$ cat config.mk
export PLATFORM = sky130hd
export DESIGN_NAME = rfc_frame_crc
export DESIGN_NICKNAME = d
export VERILOG_FILES = /design/src/hdl/rfc_pkg.sv /design/src/hdl/rfc_frame_crc.sv
export SDC_FILE = /design/constraint.sdc
export NUM_CORES = 1
export LEC_CHECK = 0
export BUFFER_PORTS_ARGS = -buffer_cell sky130_fd_sc_hd__buf_2
export CORE_AREA = 5 5 165 167
export CTS_CLUSTER_DIAMETER = 30
export DETAILED_ROUTE_END_ITERATION = 10
export DIE_AREA = 0 0 170 172
export RECOVER_POWER = 100
export SLEW_MARGIN = 20
export SYNTH_ARGS = -nofsm -noshare
export SYNTH_HDL_FRONTEND = slang
export SYNTH_SLANG_ARGS = --single-unit
$ cat constraint.sdc
create_clock -name sys_clk -period 7 [get_ports sys_clk]
set_input_delay 0.7 -clock sys_clk [delete_from_list [all_inputs] [get_ports sys_clk]]
set_output_delay 0.7 -clock sys_clk [all_outputs]
set_load 0.03 [all_outputs]
$ cat src/hdl/rfc_pkg.sv
package rfc_pkg;

	// Register indices; the byte address on the bus is four times the index
	localparam logic [7:0] TX_SETUP_IDX    = 8'h2c;
	localparam logic [7:0] RX_SETUP_IDX    = 8'h2d;
	localparam logic [7:0] STATUS_IDX      = 8'h40;
	localparam logic [7:0] MASK_IDX        = 8'h41;
	localparam logic [7:0] USER_PRESET_IDX = 8'h42;
	localparam logic [7:0] RESULT_IDX      = 8'h43;
	localparam int         AV_ADDR_W       = 10;

	// Values after reset
	localparam logic [7:0]  TX_SETUP_RESET    = 8'h00;
	localparam logic [7:0]  RX_SETUP_RESET    = 8'h00;
	localparam logic [15:0] USER_PRESET_RESET = 16'h0000;
	localparam logic [2:0]  STATUS_RESET      = 3'h0;
	localparam logic [2:0]  MASK_RESET        = 3'h0;
	// Bit 7 of the transmit setup is reserved and reads zero
	localparam logic [7:0]  TX_SETUP_WMASK    = 8'h7f;

	// Status and mask bit positions
	localparam int STATUS_W  = 3;
	localparam int ST_TX_END = 0;
	localparam int ST_RX_END = 1;
	localparam int ST_RX_ERR = 2;

	// Checksum width codes
	typedef enum logic [1:0] {
		RFC_W5  = 2'h0,
		RFC_W8  = 2'h1,
		RFC_W16 = 2'h2,
		RFC_WRS = 2'h3
	} rfc_width_t;

	// Initial value codes
	localparam logic [2:0] PRE_ZERO = 3'h0;
	localparam logic [2:0] PRE_A    = 3'h1;
	localparam logic [2:0] PRE_B    = 3'h2;
	localparam logic [2:0] PRE_C    = 3'h3;
	localparam logic [2:0] PRE_USER = 3'h6;
	localparam logic [2:0] PRE_ONES = 3'h7;

	// Initial values per width
	localparam logic [15:0] P16_A    = 16'h6363;
	localparam logic [7:0]  P8_A     = 8'h12;
	localparam logic [15:0] P16_B    = 16'ha671;
	localparam logic [7:0]  P8_B     = 8'hbf;
	localparam logic [15:0] P16_C    = 16'hfffe;
	localparam logic [7:0]  P8_C     = 8'hfd;
	localparam logic [15:0] P16_ONES = 16'hffff;
	localparam logic [7:0]  P8_ONES  = 8'hff;
	localparam logic [4:0]  P5_ONES  = 5'h1f;

	// Generator polynomials, bit-reversed for LSB-first shifting
	localparam logic [15:0] POLY16 = 16'h8408;
	localparam logic [15:0] POLY8  = 16'h00b8;
	localparam logic [15:0] POLY5  = 16'h0012;

	typedef struct packed {
		logic       reserved;
		logic [2:0] tx_initial_value_select;
		rfc_width_t tx_checksum_width_select;
		logic       tx_checksum_complement;
		logic       tx_checksum_append_enable;
	} rfc_tx_setup_t;

	typedef struct packed {
		logic       rx_checksum_store_to_fifo;
		logic [2:0] rx_initial_value_select;
		rfc_width_t rx_checksum_width_select;
		logic       rx_checksum_complement;
		logic       rx_checksum_verify_enable;
	} rfc_rx_setup_t;

	// One byte of a frame stream
	typedef struct packed {
		logic       last;
		logic [7:0] data;
	} rfc_beat_t;

endpackage : rfc_pkg

$ cat src/hdl/rfc_frame_crc.sv
`timescale 1ns/1ps
module rfc_frame_crc (
	input  wire logic                          sys_clk,
	input  wire logic                          sys_rst,
	input  wire logic [rfc_pkg::AV_ADDR_W-1:0] avs_address,
	input  wire logic                          avs_read,
	input  wire logic                          avs_write,
	input  wire logic [3:0]                    avs_byteenable,
	input  wire logic [31:0]                   avs_writedata,
	output logic      [31:0]                   avs_readdata,
	output logic                               avs_waitrequest,
	output logic                               irq,
	input  wire logic                          tx_in_valid,
	input  wire rfc_pkg::rfc_beat_t            tx_in_beat,
	output logic                               tx_in_ready,
	output logic                               tx_out_valid,
	output rfc_pkg::rfc_beat_t                 tx_out_beat,
	input  wire logic                          tx_out_ready,
	input  wire logic                          rx_in_valid,
	input  wire rfc_pkg::rfc_beat_t            rx_in_beat,
	output logic                               fifo_wr_en,
	output logic      [7:0]                    fifo_wr_data,
	output logic                               rx_checksum_error
);

	typedef enum logic [2:0] {
		TX_DATA = 3'b001,
		TX_CRC0 = 3'b010,
		TX_CRC1 = 3'b100
	} rfc_tx_state_t;

	// Start value for a code and width; undefined codes give zero
	function automatic logic [15:0] preset_of(input logic [2:0] code,
		input rfc_pkg::rfc_width_t w, input logic [15:0] user);
		logic [15:0] v;
		v = 16'h0000;
		case (code)
			rfc_pkg::PRE_ZERO: v = 16'h0000;
			rfc_pkg::PRE_A:    v = (w == rfc_pkg::RFC_W16) ? rfc_pkg::P16_A
				: {8'h00, rfc_pkg::P8_A};
			rfc_pkg::PRE_B:    v = (w == rfc_pkg::RFC_W16) ? rfc_pkg::P16_B
				: (w == rfc_pkg::RFC_W8) ? {8'h00, rfc_pkg::P8_B} : 16'h0000;
			rfc_pkg::PRE_C:    v = (w == rfc_pkg::RFC_W16) ? rfc_pkg::P16_C
				: (w == rfc_pkg::RFC_W8) ? {8'h00, rfc_pkg::P8_C} : 16'h0000;
			rfc_pkg::PRE_USER: v = user;
			rfc_pkg::PRE_ONES: v = (w == rfc_pkg::RFC_W16) ? rfc_pkg::P16_ONES
				: (w == rfc_pkg::RFC_W8) ? {8'h00, rfc_pkg::P8_ONES}
				: {11'h000, rfc_pkg::P5_ONES};
			default:           v = 16'h0000;
		endcase
		return v & width_mask(w);
	endfunction : preset_of

	// Bits that carry checksum for a width
	function automatic logic [15:0] width_mask(input rfc_pkg::rfc_width_t w);
		case (w)
			rfc_pkg::RFC_W5:  return 16'h001f;
			rfc_pkg::RFC_W8:  return 16'h00ff;
			rfc_pkg::RFC_W16: return 16'hffff;
			default:          return 16'h0000;
		endcase
	endfunction : width_mask

	// Checksum bytes on the air; the reserved width carries none
	function automatic logic [1:0] byte_count(input rfc_pkg::rfc_width_t w);
		case (w)
			rfc_pkg::RFC_W16: return 2'd2;
			rfc_pkg::RFC_WRS: return 2'd0;
			default:          return 2'd1;
		endcase
	endfunction : byte_count

	// One byte through the shift register, LSB first
	function automatic logic [15:0] crc_step(input logic [15:0] c,
		input logic [7:0] d, input rfc_pkg::rfc_width_t w);
		logic [15:0] r;
		logic [15:0] p;
		r = c;
		p = (w == rfc_pkg::RFC_W16) ? rfc_pkg::POLY16
			: (w == rfc_pkg::RFC_W8) ? rfc_pkg::POLY8 : rfc_pkg::POLY5;
		for (int i = 0; i < 8; i++)
		begin
			if (r[0] ^ d[i])
				r = (r >> 1) ^ p;
			else
				r = r >> 1;
		end
		return r & width_mask(w);
	endfunction : crc_step

	rfc_pkg::rfc_tx_setup_t  tx_setup;
	rfc_pkg::rfc_rx_setup_t  rx_setup;
	logic [15:0]             user_preset;
	logic [rfc_pkg::STATUS_W-1:0] status;
	logic [rfc_pkg::STATUS_W-1:0] mask;
	logic [15:0]             rx_result;
	logic [7:0]              reg_idx;
	logic                    wr_go;
	logic                    tx_end_ev;
	logic                    rx_end_ev;
	logic                    rx_err_ev;

	assign reg_idx = avs_address[9:2];
	assign wr_go   = avs_write && !avs_waitrequest && avs_byteenable[0];

	// One wait state: the access completes on the second edge it is held
	always_ff @(posedge sys_clk or posedge sys_rst)
	begin
		if (sys_rst)
			avs_waitrequest <= 1'b1;
		else if ((avs_read || avs_write) && avs_waitrequest)
			avs_waitrequest <= 1'b0;
		else
			avs_waitrequest <= 1'b1;
	end

	// Read data settles with waitrequest low; unmapped reads give zero
	always_ff @(posedge sys_clk or posedge sys_rst)
	begin
		if (sys_rst)
			avs_readdata <= 32'h0000_0000;
		else if (avs_read && avs_waitrequest)
		begin
			case (reg_idx)
				rfc_pkg::TX_SETUP_IDX:    avs_readdata <= {24'h00_0000, tx_setup};
				rfc_pkg::RX_SETUP_IDX:    avs_readdata <= {24'h00_0000, rx_setup};
				rfc_pkg::STATUS_IDX:      avs_readdata <= {29'h0, status};
				rfc_pkg::MASK_IDX:        avs_readdata <= {29'h0, mask};
				rfc_pkg::USER_PRESET_IDX: avs_readdata <= {16'h0000, user_preset};
				rfc_pkg::RESULT_IDX:      avs_readdata <= {16'h0000, rx_result};
				default:                  avs_readdata <= 32'h0000_0000;
			endcase
		end
	end

	// Configuration registers; the user value stands in for stored config
	always_ff @(posedge sys_clk or posedge sys_rst)
	begin
		if (sys_rst)
		begin
			tx_setup    <= rfc_pkg::rfc_tx_setup_t'(rfc_pkg::TX_SETUP_RESET);
			rx_setup    <= rfc_pkg::rfc_rx_setup_t'(rfc_pkg::RX_SETUP_RESET);
			user_preset <= rfc_pkg::USER_PRESET_RESET;
			mask        <= rfc_pkg::MASK_RESET;
		end
		else if (wr_go)
		begin
			case (reg_idx)
				rfc_pkg::TX_SETUP_IDX: tx_setup <= rfc_pkg::rfc_tx_setup_t'(
					avs_writedata[7:0] & rfc_pkg::TX_SETUP_WMASK);
				rfc_pkg::RX_SETUP_IDX: rx_setup <=
					rfc_pkg::rfc_rx_setup_t'(avs_writedata[7:0]);
				rfc_pkg::MASK_IDX:     mask <= avs_writedata[2:0];
				rfc_pkg::USER_PRESET_IDX:
				begin
					user_preset[7:0] <= avs_writedata[7:0];
					if (avs_byteenable[1])
						user_preset[15:8] <= avs_writedata[15:8];
				end
				default: ;
			endcase
		end
	end

	// Sticky events, write one to clear; a new event beats the clear
	always_ff @(posedge sys_clk or posedge sys_rst)
	begin
		if (sys_rst)
			status <= rfc_pkg::STATUS_RESET;
		else
		begin
			status <= (status & ~((wr_go && reg_idx == rfc_pkg::STATUS_IDX)
				? avs_writedata[2:0] : 3'h0))
				| {rx_err_ev, rx_end_ev, tx_end_ev};
		end
	end

	// Level interrupt from any unmasked status bit
	always_ff @(posedge sys_clk or posedge sys_rst)
	begin
		if (sys_rst)
			irq <= 1'b0;
		else
			irq <= |(status & mask);
	end

	rfc_tx_state_t tx_state;
	rfc_tx_state_t next_tx_state;
	logic [15:0]   tx_crc;
	logic [15:0]   tx_final;
	logic          tx_first;
	logic          tx_accept;
	logic          tx_load;
	rfc_pkg::rfc_beat_t tx_load_beat;
	logic          next_tx_out_valid;
	logic [1:0]    tx_nbytes;
	logic          tx_free;

	assign tx_nbytes = tx_setup.tx_checksum_append_enable
		? byte_count(tx_setup.tx_checksum_width_select) : 2'd0;
	assign tx_accept = tx_in_valid && tx_in_ready;
	assign tx_free   = !tx_out_valid || tx_out_ready;
	assign tx_end_ev = tx_out_valid && tx_out_ready && tx_out_beat.last;
	// Complement covers only the bits of the chosen width
	assign tx_final  = tx_setup.tx_checksum_complement
		? (tx_crc ^ width_mask(tx_setup.tx_checksum_width_select))
		: tx_crc;

	// Transmit sequencing: data, then the low checksum byte and, for 16-bit width only, the high one
	always_comb
	begin
		next_tx_state = tx_state;
		tx_load       = 1'b0;
		tx_load_beat  = tx_in_beat;
		case (tx_state)
			TX_DATA:
			begin
				tx_load      = tx_accept;
				tx_load_beat.last = tx_in_beat.last && (tx_nbytes == 2'd0);
				if (tx_accept && tx_in_beat.last && tx_nbytes != 2'd0)
					next_tx_state = TX_CRC0;
			end
			TX_CRC0:
			begin
				tx_load      = tx_free;
				tx_load_beat = '{last: (tx_nbytes == 2'd1),
					data: tx_final[7:0]};
				if (tx_free)
					next_tx_state = (tx_nbytes == 2'd2) ? TX_CRC1 : TX_DATA;
			end
			TX_CRC1:
			begin
				tx_load      = tx_free;
				tx_load_beat = '{last: 1'b1, data: tx_final[15:8]};
				if (tx_free)
					next_tx_state = TX_DATA;
			end
			default: next_tx_state = TX_DATA;
		endcase
		next_tx_out_valid = tx_load || (tx_out_valid && !tx_out_ready);
	end

	// State and the single output stage toward the bit coder
	always_ff @(posedge sys_clk or posedge sys_rst)
	begin
		if (sys_rst)
		begin
			tx_state     <= TX_DATA;
			tx_out_valid <= 1'b0;
			tx_out_beat  <= '0;
			tx_in_ready  <= 1'b0;
		end
		else
		begin
			tx_state     <= next_tx_state;
			tx_out_valid <= next_tx_out_valid;
			if (tx_load)
				tx_out_beat <= tx_load_beat;
			// Half rate: a byte is taken only into an empty stage
			tx_in_ready <= (next_tx_state == TX_DATA) && !next_tx_out_valid;
		end
	end

	// Running checksum, reloaded from the start value on a frame's first byte
	always_ff @(posedge sys_clk or posedge sys_rst)
	begin
		if (sys_rst)
		begin
			tx_crc   <= 16'h0000;
			tx_first <= 1'b1;
		end
		else if (tx_accept)
		begin
			tx_crc <= crc_step(tx_first ? preset_of(
				tx_setup.tx_initial_value_select,
				tx_setup.tx_checksum_width_select, user_preset) : tx_crc,
				tx_in_beat.data, tx_setup.tx_checksum_width_select);
			tx_first <= tx_in_beat.last;
		end
	end

	rfc_pkg::rfc_width_t rx_w;
	logic [15:0] rx_crc;
	logic [15:0] rx_base;
	logic [15:0] rx_prev;
	logic [7:0]  rx_b1;
	logic [7:0]  rx_b2;
	logic [1:0]  rx_count;
	logic        rx_first;
	logic [1:0]  rx_nbytes;
	logic [15:0] rx_computed;
	logic [15:0] rx_expected;
	logic [15:0] rx_received;
	logic        rx_mismatch;

	assign rx_w      = rx_setup.rx_checksum_width_select;
	assign rx_nbytes = byte_count(rx_w);
	assign rx_base   = rx_first ? preset_of(rx_setup.rx_initial_value_select,
		rx_w, user_preset) : rx_crc;
	// Checksum of the data alone: state before the checksum bytes arrived
	assign rx_computed = (rx_nbytes == 2'd2) ? rx_prev : rx_base;
	assign rx_expected = rx_setup.rx_checksum_complement
		? (rx_computed ^ width_mask(rx_w)) : rx_computed;
	assign rx_received = ((rx_nbytes == 2'd2)
		? {rx_in_beat.data, rx_b1} : {8'h00, rx_in_beat.data}) & width_mask(rx_w);
	// A frame shorter than its checksum counts as a mismatch
	assign rx_mismatch = (rx_received != rx_expected)
		|| ((rx_first ? 2'd0 : rx_count) < rx_nbytes - 2'd1);
	assign rx_end_ev = rx_in_valid && rx_in_beat.last;
	assign rx_err_ev = rx_end_ev && rx_setup.rx_checksum_verify_enable
		&& rx_nbytes != 2'd0 && rx_mismatch;

	// Receive checksum and snapshot one byte back for 16-bit frames
	always_ff @(posedge sys_clk or posedge sys_rst)
	begin
		if (sys_rst)
		begin
			rx_crc    <= 16'h0000;
			rx_prev   <= 16'h0000;
			rx_first  <= 1'b1;
			rx_result <= 16'h0000;
		end
		else if (rx_in_valid)
		begin
			rx_crc   <= crc_step(rx_base, rx_in_beat.data, rx_w);
			rx_prev  <= rx_base;
			rx_first <= rx_in_beat.last;
			// Computed even with verify off; software can read it
			if (rx_in_beat.last)
				rx_result <= rx_computed;
		end
	end

	// Error pin mirrors the sticky flag
	always_ff @(posedge sys_clk or posedge sys_rst)
	begin
		if (sys_rst)
			rx_checksum_error <= 1'b0;
		else
			rx_checksum_error <= status[rfc_pkg::ST_RX_ERR] || rx_err_ev;
	end

	// FIFO path: bytes are held back by the checksum length unless stored
	always_ff @(posedge sys_clk or posedge sys_rst)
	begin
		if (sys_rst)
		begin
			fifo_wr_en   <= 1'b0;
			fifo_wr_data <= 8'h00;
			rx_b1        <= 8'h00;
			rx_b2        <= 8'h00;
			rx_count     <= 2'd0;
		end
		else
		begin
			fifo_wr_en <= 1'b0;
			if (rx_in_valid)
			begin
				rx_b1    <= rx_in_beat.data;
				rx_b2    <= rx_b1;
				rx_count <= rx_in_beat.last ? 2'd0
					: (rx_count == 2'd2) ? 2'd2 : rx_count + 2'd1;
				if (rx_setup.rx_checksum_store_to_fifo || rx_nbytes == 2'd0)
				begin
					fifo_wr_en   <= 1'b1;
					fifo_wr_data <= rx_in_beat.data;
				end
				else if (rx_count >= rx_nbytes)
				begin
					fifo_wr_en   <= 1'b1;
					fifo_wr_data <= (rx_nbytes == 2'd2) ? rx_b2 : rx_b1;
				end
			end
		end
	end

endmodule : rfc_frame_crc

==> results by group, run 1 <==
Status
  – Outcome: finished with violations
  – Violated checks: capacitance limit, slew limit

Worst setup path
  – Crit path max fanout: 18
  – Critical Path AT: 5.28 ns
  – R2r worst-path depth: 11
  – Crit path required time: 7.18 ns
  – Critical path class: flip-flop to flip-flop
  – CP endpoint kind: flip-flop
  – Startpoint types: flip-flop

Floorplanning
  – # IOs: roughly 130
  – Die H: 172 um
  – Site Rows: between 50 and 60
  – Core area: 25,600 um^2
  – Starting Density: a little over two fifths
  – Die width: 170 um
  – Die footprint: about 29,000 um^2

Power and ir drop
  – Pwr dens: 237 nW/um^2
  – IR drop worst, VDD: 139 uV
  – Total power: 2.91 mW
  – Sw frac: 34.4%
  – Switching pwr: 999 uW
  – Seq pwr share: a little under two fifths
  – Clock Power Share: 33.5%
  – Gate power share: between 20% and 30%
  – Lkg Pwr: 5.30 nW
  – Cell-internal power: between 1.5 and 2 mW

STA
  – Slew @ Worst Pin: 4.10 ns
  – Max-slew violations: 256
  – Skew final: 0.0153 ns
  – RSZ-0062 raised after global routing: no
  – Crit path time final: 5.10 ns
  – Final hold slack: around 0.44 ns
  – Final Hold Vio Count: 0
  – Max Fclk: 196 MHz
  – Rel. slew slack: -175%
  – Final Setup Violations: 0
  – Final period utilization: 72.9%
  – Total Negative Setup Slacks: 0 ns

Yosys
  – Yosys reg bits: 163
  – Synth Flop Type: dfrtp_1
  – Synth warn: 0
  – Mean Syn Cell Area: between 9 and 10 um^2
  – Synth cell types: 103
  – Ys async rst share: 100%
  – Sequential element share of the synthesized area: 36.3%
  – Post-Syn Instances: between 1k and 1.5k
  – Post-synth EDFFs: 0
  – Post-Syn Area: 11,300 um^2

Cells and area
  – Layout Cells excl Fill: 1,614
  – Register area: roughly 4100 um^2
  – Final #Nets: 1,350
  – Area of the multi-input gates: 6550 um^2
  – Commonest non-fill, non-tap cells in the layout: dfrtp_1 (159), nand2_1 (134), nor2_1 (97)
  – Design area: about 12,000 um^2
  – Filler cells: 2,457
  – Commonest non-fill, non-tap cell in the layout: dfrtp_1
  – Layout cell share with drive strength beyond 1: between 10 and 15%
  – Area growth from synthesis to layout: 9.21%
  – Antenna cells: 0

Clocking
  – Post-CTS resize count: 0
  – Num CTS Buffers: 17
  – Clk Latency, worst-skew pair: 0.43 ns
  – Clock transition at path regs: 0.07 ns
  – Clock tree buffer depth: 2
  – Number of hold buffers added after CTS: 0
  – Clock sinks: 163
  – H-tree depth: 4
  – TritonCTS clock tree: done
  – Post-CTS Setup Bufs: 0
  – CTS root buffer: clkbuf_16

Global routing
  – Pin count of the biggest net entering global routing: 91
  – Total grt overflow: 0
  – GRT Util Overall: 21.7%
  – Initial antenna violation count: 0
  – First-pass GRT wire length: 50.1 mm
  – Vias in the first global route: 8,819

Hold path
  – Hold Crit Depth: 2
  – Hold WC Path Type: input port to flip-flop

Placed design
  – Placed instance area: 11,800 um^2
  – Port-buffer cells: 89
  – RePlAce Congestion: approximately 0.94
  – DP HPWL: 23.3 mm
  – Dpl cells: 1,582

Route
  – Number of routed nets with antenna violations: 0
  – DRC: 0
  – Drt initial violations: 741
  – Wirelength per Cell: 19.8 um
  – DR vias: 9,214
  – Pre-antenna DRT Iters: 7
  – Total Wirelength: 32.0 mm
  – Drt via density: roughly 5.7

Run
  – Maxcap violations: 5
[per-stage QoR]
stage          util, %  worst slack [ns]
2_1_floorplan        -              1.90
3_3_place_gp      46.1              2.78
3_5_place_dp      46.1              2.70
4_1_cts           48.5              2.69
5_1_grt           48.0              1.28
6_report          48.0              1.90
[critical path: stages, from the launching register on]
cell and delay (ns):
dfrtp_1 0.46, inv_1 0.11, ha_1 0.64, nor2b_1 0.36, o311ai_0 0.21, a211oi_1 1.31
and2_0 0.27, mux2i_2 0.09, xnor2_1 0.58, xnor3_1 0.54, a21oi_1 0.19, o32ai_2 0.11
[final timing paths]
kind | start | endpoint | slack [ns]
min in group asynchronous | sys_rst | tx_crc[6] | 1.49
hold / removal | avs_read | avs_waitrequest | 0.44
setup / recovery | rx_w[1] | rx_crc[5] | 1.90
setup reg to reg | rx_w[1] | rx_crc[5] | 1.90
max in group asynchronous | sys_rst | rx_result[6] | 2.34
hold reg to reg | rx_result[15] | rx_result[15] | 0.48
[Yosys cell counts, drive strengths merged, types with 5 or more instances]
library cell	n	area, um^2
xnor3	12	272
nand4	10	62.6
and3	8	50.1
a22oi	7	52.6
a21o	6	45.0
dfrtp	159	3980
nand3	19	95.1
inv	48	180
o31ai	5	37.5
nand2b	20	125
buf	37	243
or3b	5	46.3
o21ai	90	450
o22ai	15	100
nor3	15	96.4
o2bb2ai	5	43.8
mux2i	39	394
clkbuf	53	200
a211oi	5	62.6
nor4	7	43.8
nor2b	17	109
nand2	135	509
a21oi	70	354
a31oi	14	103
xnor2	69	698
a221oi	6	52.6
xor2	36	323
ha	13	163
o211ai	7	52.6
o311ai	5	51.3
a222oi	14	140
mux2	54	608
a32oi	5	43.8
a22o	21	184
nor2	98	370
and2	12	75.1
[power by group through the flow]
stage	logic, mW	clock network [mW]	registers (mW)
final	0.866	0.975	1.07
after global routing	0.942	1.03	1.08
after CTS	0.880	0.990	1.07
after detailed placement	0.874	0	1.08
after global placement	0.869	0	1.08
after floorplan	0.666	0	1.09
[layer usage]
layer	GRT usage (%)	wire length, um
met5	0	0
met4	6.46	814
met3	3.04	1620
met2	36.2	15300
met1	29.7	14300
[logic make-up after synthesis]
kind of cell,Yosys count,synth area share [%]
and+or+nand+nor,371,15.9
AOI/OAI and AO/OA,324,20.2
DFF,163,36.3
buffers and inverters,140,5.60
xor gates and xnor gates,117,11.5
muxes,93,8.91
adders and majority gates,14,1.53
other,1,0.0333
[state kept, by name, summed over array words and instances, names as in the netlist, 2 cells and up]
signal / cells
rx_count: 2
rx_w: 2
mask: 3
user_preset: 16
rx_setup: 6
rx_crc: 16
tx_out_beat: 9
tx_crc: 16
avs_readdata: 16
rx_prev: 16
rx_result: 16
rx_b1: 8
tx_setup: 7
status: 3
tx_state: 3
fifo_wr_data: 8
rx_b2: 8
[cell type report]
type | instances | area share (%)
clock buffer | 18 | 3.49
sequential | 163 | 33.2
inverter | 50 | 1.54
multi-input combinational | 935 | 53.3
timing repair buffer | 99 | 3.69
tap | 335 | 3.41
clock inverter | 14 | 1.36
Power figures use the tool's default switching activity.
==> run 2: changes to the inputs <==
--- a/config.mk
+++ b/config.mk
@@ -5,11 +5,13 @@
 export SDC_FILE = /design/constraint.sdc
 export NUM_CORES = 1
 export LEC_CHECK = 0
+export ABC_AREA = 1
 export BUFFER_PORTS_ARGS = -buffer_cell sky130_fd_sc_hd__buf_2
-export CORE_AREA = 5 5 165 167
+export CORE_AREA = 5 5 162 164
 export CTS_CLUSTER_DIAMETER = 30
 export DETAILED_ROUTE_END_ITERATION = 10
-export DIE_AREA = 0 0 170 172
+export DIE_AREA = 0 0 167 169
+export PLACE_DENSITY = 0.66
 export RECOVER_POWER = 100
 export SLEW_MARGIN = 20
 export SYNTH_ARGS = -nofsm -noshare
==> constraint.sdc (replaced) <==
create_clock -name sys_clk -period 4.6 [get_ports sys_clk]
set_input_delay 0.46 -clock sys_clk [delete_from_list [all_inputs] [get_ports sys_clk]]
set_output_delay 0.46 -clock sys_clk [all_outputs]
set_load 0.03 [all_outputs]
==> run 2 against run 1 <==
Against the previous run:
- the flow still finishes with violations (capacitance limit, slew limit)
- highest routed layer unchanged
- count of clock-buffer cells in the layout grew 1
- critical path depth grew 6
- combinational power is 84% higher
- clock power rose by 50%
- cell count increased by 23%
- largest power group unchanged
- area after synthesis fell by 3.6%
- wire length increased by 1.6%
- core utilization grew 0.60 points
==> results by group, run 2 <==
Status
  – Outcome: finished with violations
  – Violated checks: capacitance limit, slew limit

Clocking
  – CTS root buffer: clkbuf_16
  – Clock tree buffer depth: 2
  – Post-CTS Setup Bufs: 0
  – H-tree depth: 4
  – Number of hold buffers added after CTS: 0
  – Clock transition at path regs: about 0.07 ns
  – Clk Latency, worst-skew pair: 0.45 ns
  – Num CTS Buffers: 17
  – Post-CTS resize count: 0
  – TritonCTS clock tree: done
  – Clock sinks: 163

Power and ir drop
  – Seq pwr share: 35.7%
  – Cell-internal power: 2.86 mW
  – Lkg Pwr: around 5.9 nW
  – Switching pwr: 1.90 mW
  – Gate power share: 33.5%
  – Sw frac: 40.0%
  – IR drop worst, VDD: 192 uV
  – Pwr dens: 396 nW/um^2
  – Clock Power Share: between 30% and 40%

Yosys
  – Synth warn: 0
  – Synth top cells by count: nand2_1 (489), o21ai_0 (174), dfrtp_1 (159)
  – Synth Flop Type: dfrtp_1
  – Post-synth EDFFs: 0
  – Synth cell types: 56
  – Most common cell in the netlist: nand2_1
  – Post-Syn Area: approximately 11,000 um^2
  – Share of the synthesized area in the top cell type: around 37%
  – Ys async rst share: 100%
  – Most area-consuming cells after synthesis: dfrtp_1 (37%), nand2_1 (17%), o21ai_0 (8.0%), inv_1 (5.4%), nand3_1 (3.8%)
  – Yosys reg bits: 163
  – Mean Syn Cell Area: approximately 6.9 um^2
  – Sequential element share of the synthesized area: 37.6%
  – Post-Syn Instances: 1,577
  – Yosys top cell by area: dfrtp_1

Worst setup path
  – Worst path most repeated cell: nand2_1
  – CP endpoint kind: flip-flop
  – R2r worst-path depth: 17
  – R2r startpoint: rx_w[0]
  – Crit path max-delay family: simple AND/OR/NAND/NOR gates
  – CP bufs+invs: 4
  – Startpoint types: flip-flop
  – R2r endpoint: rx_checksum_error
  – Max incr delay on CP: 0.47 ns
  – Worst-path cell chain: inv_1 -> ha_1 -> buf_4 -> inv_1 -> nand3_1 -> nand2_1 -> o21ai_0 -> nand2_1 -> inv_1 -> nand2_1 -> o21ai_0 -> xor2_1 -> nand3_1 -> nor3b_1 -> nand3_1 -> o21ai_0 -> nand2_1
  – R2r setup slk: about 0.73 ns
  – Crit path required time: 4.91 ns
  – Critical Path AT: between 4 and 5 ns
  – Crit path max fanout: 17
  – Critical path class: flip-flop to flip-flop
  – CP max-delay cell: o21ai_0

STA
  – Final period utilization: 84.2%
  – Max-slew violations: 58
  – Crit path time final: between 3 and 4 ns
  – Skew final: 0.0160 ns
  – Final Hold Vio Count: 0
  – Final Setup Violations: 0
  – Rel. slew slack: -50.0%
  – RSZ-0062 raised after global routing: no
  – Slew @ Worst Pin: 2.25 ns
  – Total Negative Setup Slacks: 0 ns
  – Max Fclk: 258 MHz

Floorplanning
  – Core area: 24,700 um^2
  – Die H: 169 um
  – Die width: 167 um
  – Site Rows: between 50 and 60
  – Starting Density: between 40% and 50%
  – # IOs: 126
  – Die footprint: 28,200 um^2

Cells and area
  – Antenna cells: 0
  – Design area: 12,000 um^2
  – Layout cell share with drive strength beyond 1: 9.70%
  – Area growth from synthesis to layout: 10.8%
  – Final #Nets: 1,730
  – Commonest non-fill, non-tap cell in the layout: nand2_1
  – Commonest non-fill, non-tap cells in the layout: nand2_1 (498), o21ai_0 (183), inv_1 (159), dfrtp_1 (159), nor2_1 (108)
  – Layout Cells excl Fill: 1,989
  – Filler cells: roughly 2.6k

Route
  – Wirelength per Cell: ~16 um
  – Drt initial violations: 1,020
  – DRC: 0
  – Total Wirelength: approximately 33 mm
  – Number of routed nets with antenna violations: 0
  – Drt via density: 5.29
  – Pre-antenna DRT Iters: 5
  – DR vias: 10.5k

Placed design
  – DP HPWL: 24.0 mm
  – Placed instance area: 11,500 um^2
  – Port-buffer cells: 89
  – RePlAce Congestion: 0.896
  – Dpl cells: 1,957

Hold path
  – Hold Crit Depth: 2
  – Hold Startpoint: avs_read
  – Hold WC Path Type: input port to flip-flop
  – Worst Hold Path EP: avs_waitrequest

Global routing
  – Initial antenna violation count: 0
  – First-pass GRT wire length: 52.0 mm
  – Pin count of the biggest net entering global routing: 164
  – GRT Util Overall: 22.9%
  – Vias in the first global route: a little under 10k
  – Total grt overflow: 0

Run
  – Maxcap violations: 2
run 2: cell types whose count changed after synthesis, sizes merged, moves of 19 or more:
cell	before	now
a21oi	70	51
inv	48	183
mux2	54	1
mux2i	39	1
nand2	135	518
nand2b	20	0
nand3	19	93
o21ai	90	201
xnor2	69	13
run 2: worst max path at each step:
stage                        from                 to  slack (ns)  cells past startpoint
final                     rx_w[0]  rx_checksum_error        0.73                     17
after global routing      rx_w[0]          rx_crc[9]        0.43                     20
after CTS                 rx_w[0]  rx_checksum_error        1.15                     17
after detailed placement  rx_w[0]          status[2]        1.17                     17
after global placement    rx_w[0]  rx_checksum_error        1.25                     17
after floorplan           sys_rst    avs_readdata[0]        2.07                      1
run 2: worst register-to-register path: stages, from the launching register on:
cell and delay (ns):
dfrtp_1 0.43, inv_1 0.13, ha_1 0.30, buf_4 0.21, inv_1 0.34, nand3_1 0.23
nand2_1 0.08, o21ai_0 0.32, nand2_1 0.12, inv_1 0.10, nand2_1 0.05, o21ai_0 0.21
xor2_1 0.20, nand3_1 0.08, nor3b_1 0.24, nand3_1 0.15, o21ai_0 0.47, nand2_1 0.10
run 2: metal layers:
layer	GRT usage, %	up-vias	routed length (um)
li1	-	5229	-
met1	30.5	4874	14000
met2	38.3	371	15500
met3	3.99	54	2210
met4	7.22	0	758
met5	0	-	0
run 2: final cells by class:
cell class | instances | area, um^2 | area share, %
Multi-Input combinational cell | 1169 | 5710 | 47.5
Clock inverter | 13 | 134 | 1.11
Tap cell | 330 | 413 | 3.44
Timing Repair Buffer | 103 | 499 | 4.15
Clock buffer | 19 | 453 | 3.77
Sequential cell | 163 | 4080 | 34.0
Inverter | 192 | 727 | 6.05
run 2: power by group through the flow:
stage	logic, mW	clock network [mW]	registers [mW]
6_report	1.59	1.46	1.70
5_1_grt	1.81	1.54	1.72
4_1_cts	1.63	1.48	1.70
3_5_place_dp	1.63	0	1.73
2_1_floorplan	1.14	0	1.81
3_3_place_gp	1.60	0	1.72
run 2: through the flow:
step | hold slack, ns | setup slack, ns | utilization (%) | power [mW]
6_report | 0.185 | 0.729 | 48.6 | 4.76
5_1_grt | 0.220 | 0.432 | 48.6 | 5.07
4_1_cts | 0.174 | 1.15 | 49.0 | 4.81
3_5_place_dp | 0.464 | 1.17 | 46.7 | 3.35
3_3_place_gp | 0.459 | 1.25 | 46.6 | 3.32
2_1_floorplan | 0.448 | 2.07 | - | 2.95
run 2: logic make-up (layout without fill, tap and decap cells):
| group | count (synthesis) | count (layout) | synth area share (%) |
|---|---|---|---|
| adders and majority gates | 13 | 13 | 1.50 |
| muxes | 2 | 2 | 0.196 |
| and+or+nand+nor | 761 | 761 | 30.0 |
| other | 1 | 16 | 0.0346 |
| buffers and inverters | 260 | 327 | 9.86 |
| xor gates and xnor gates | 42 | 42 | 3.59 |
| DFF | 163 | 163 | 37.6 |
| AOI/OAI and AO/OA | 335 | 335 | 17.1 |
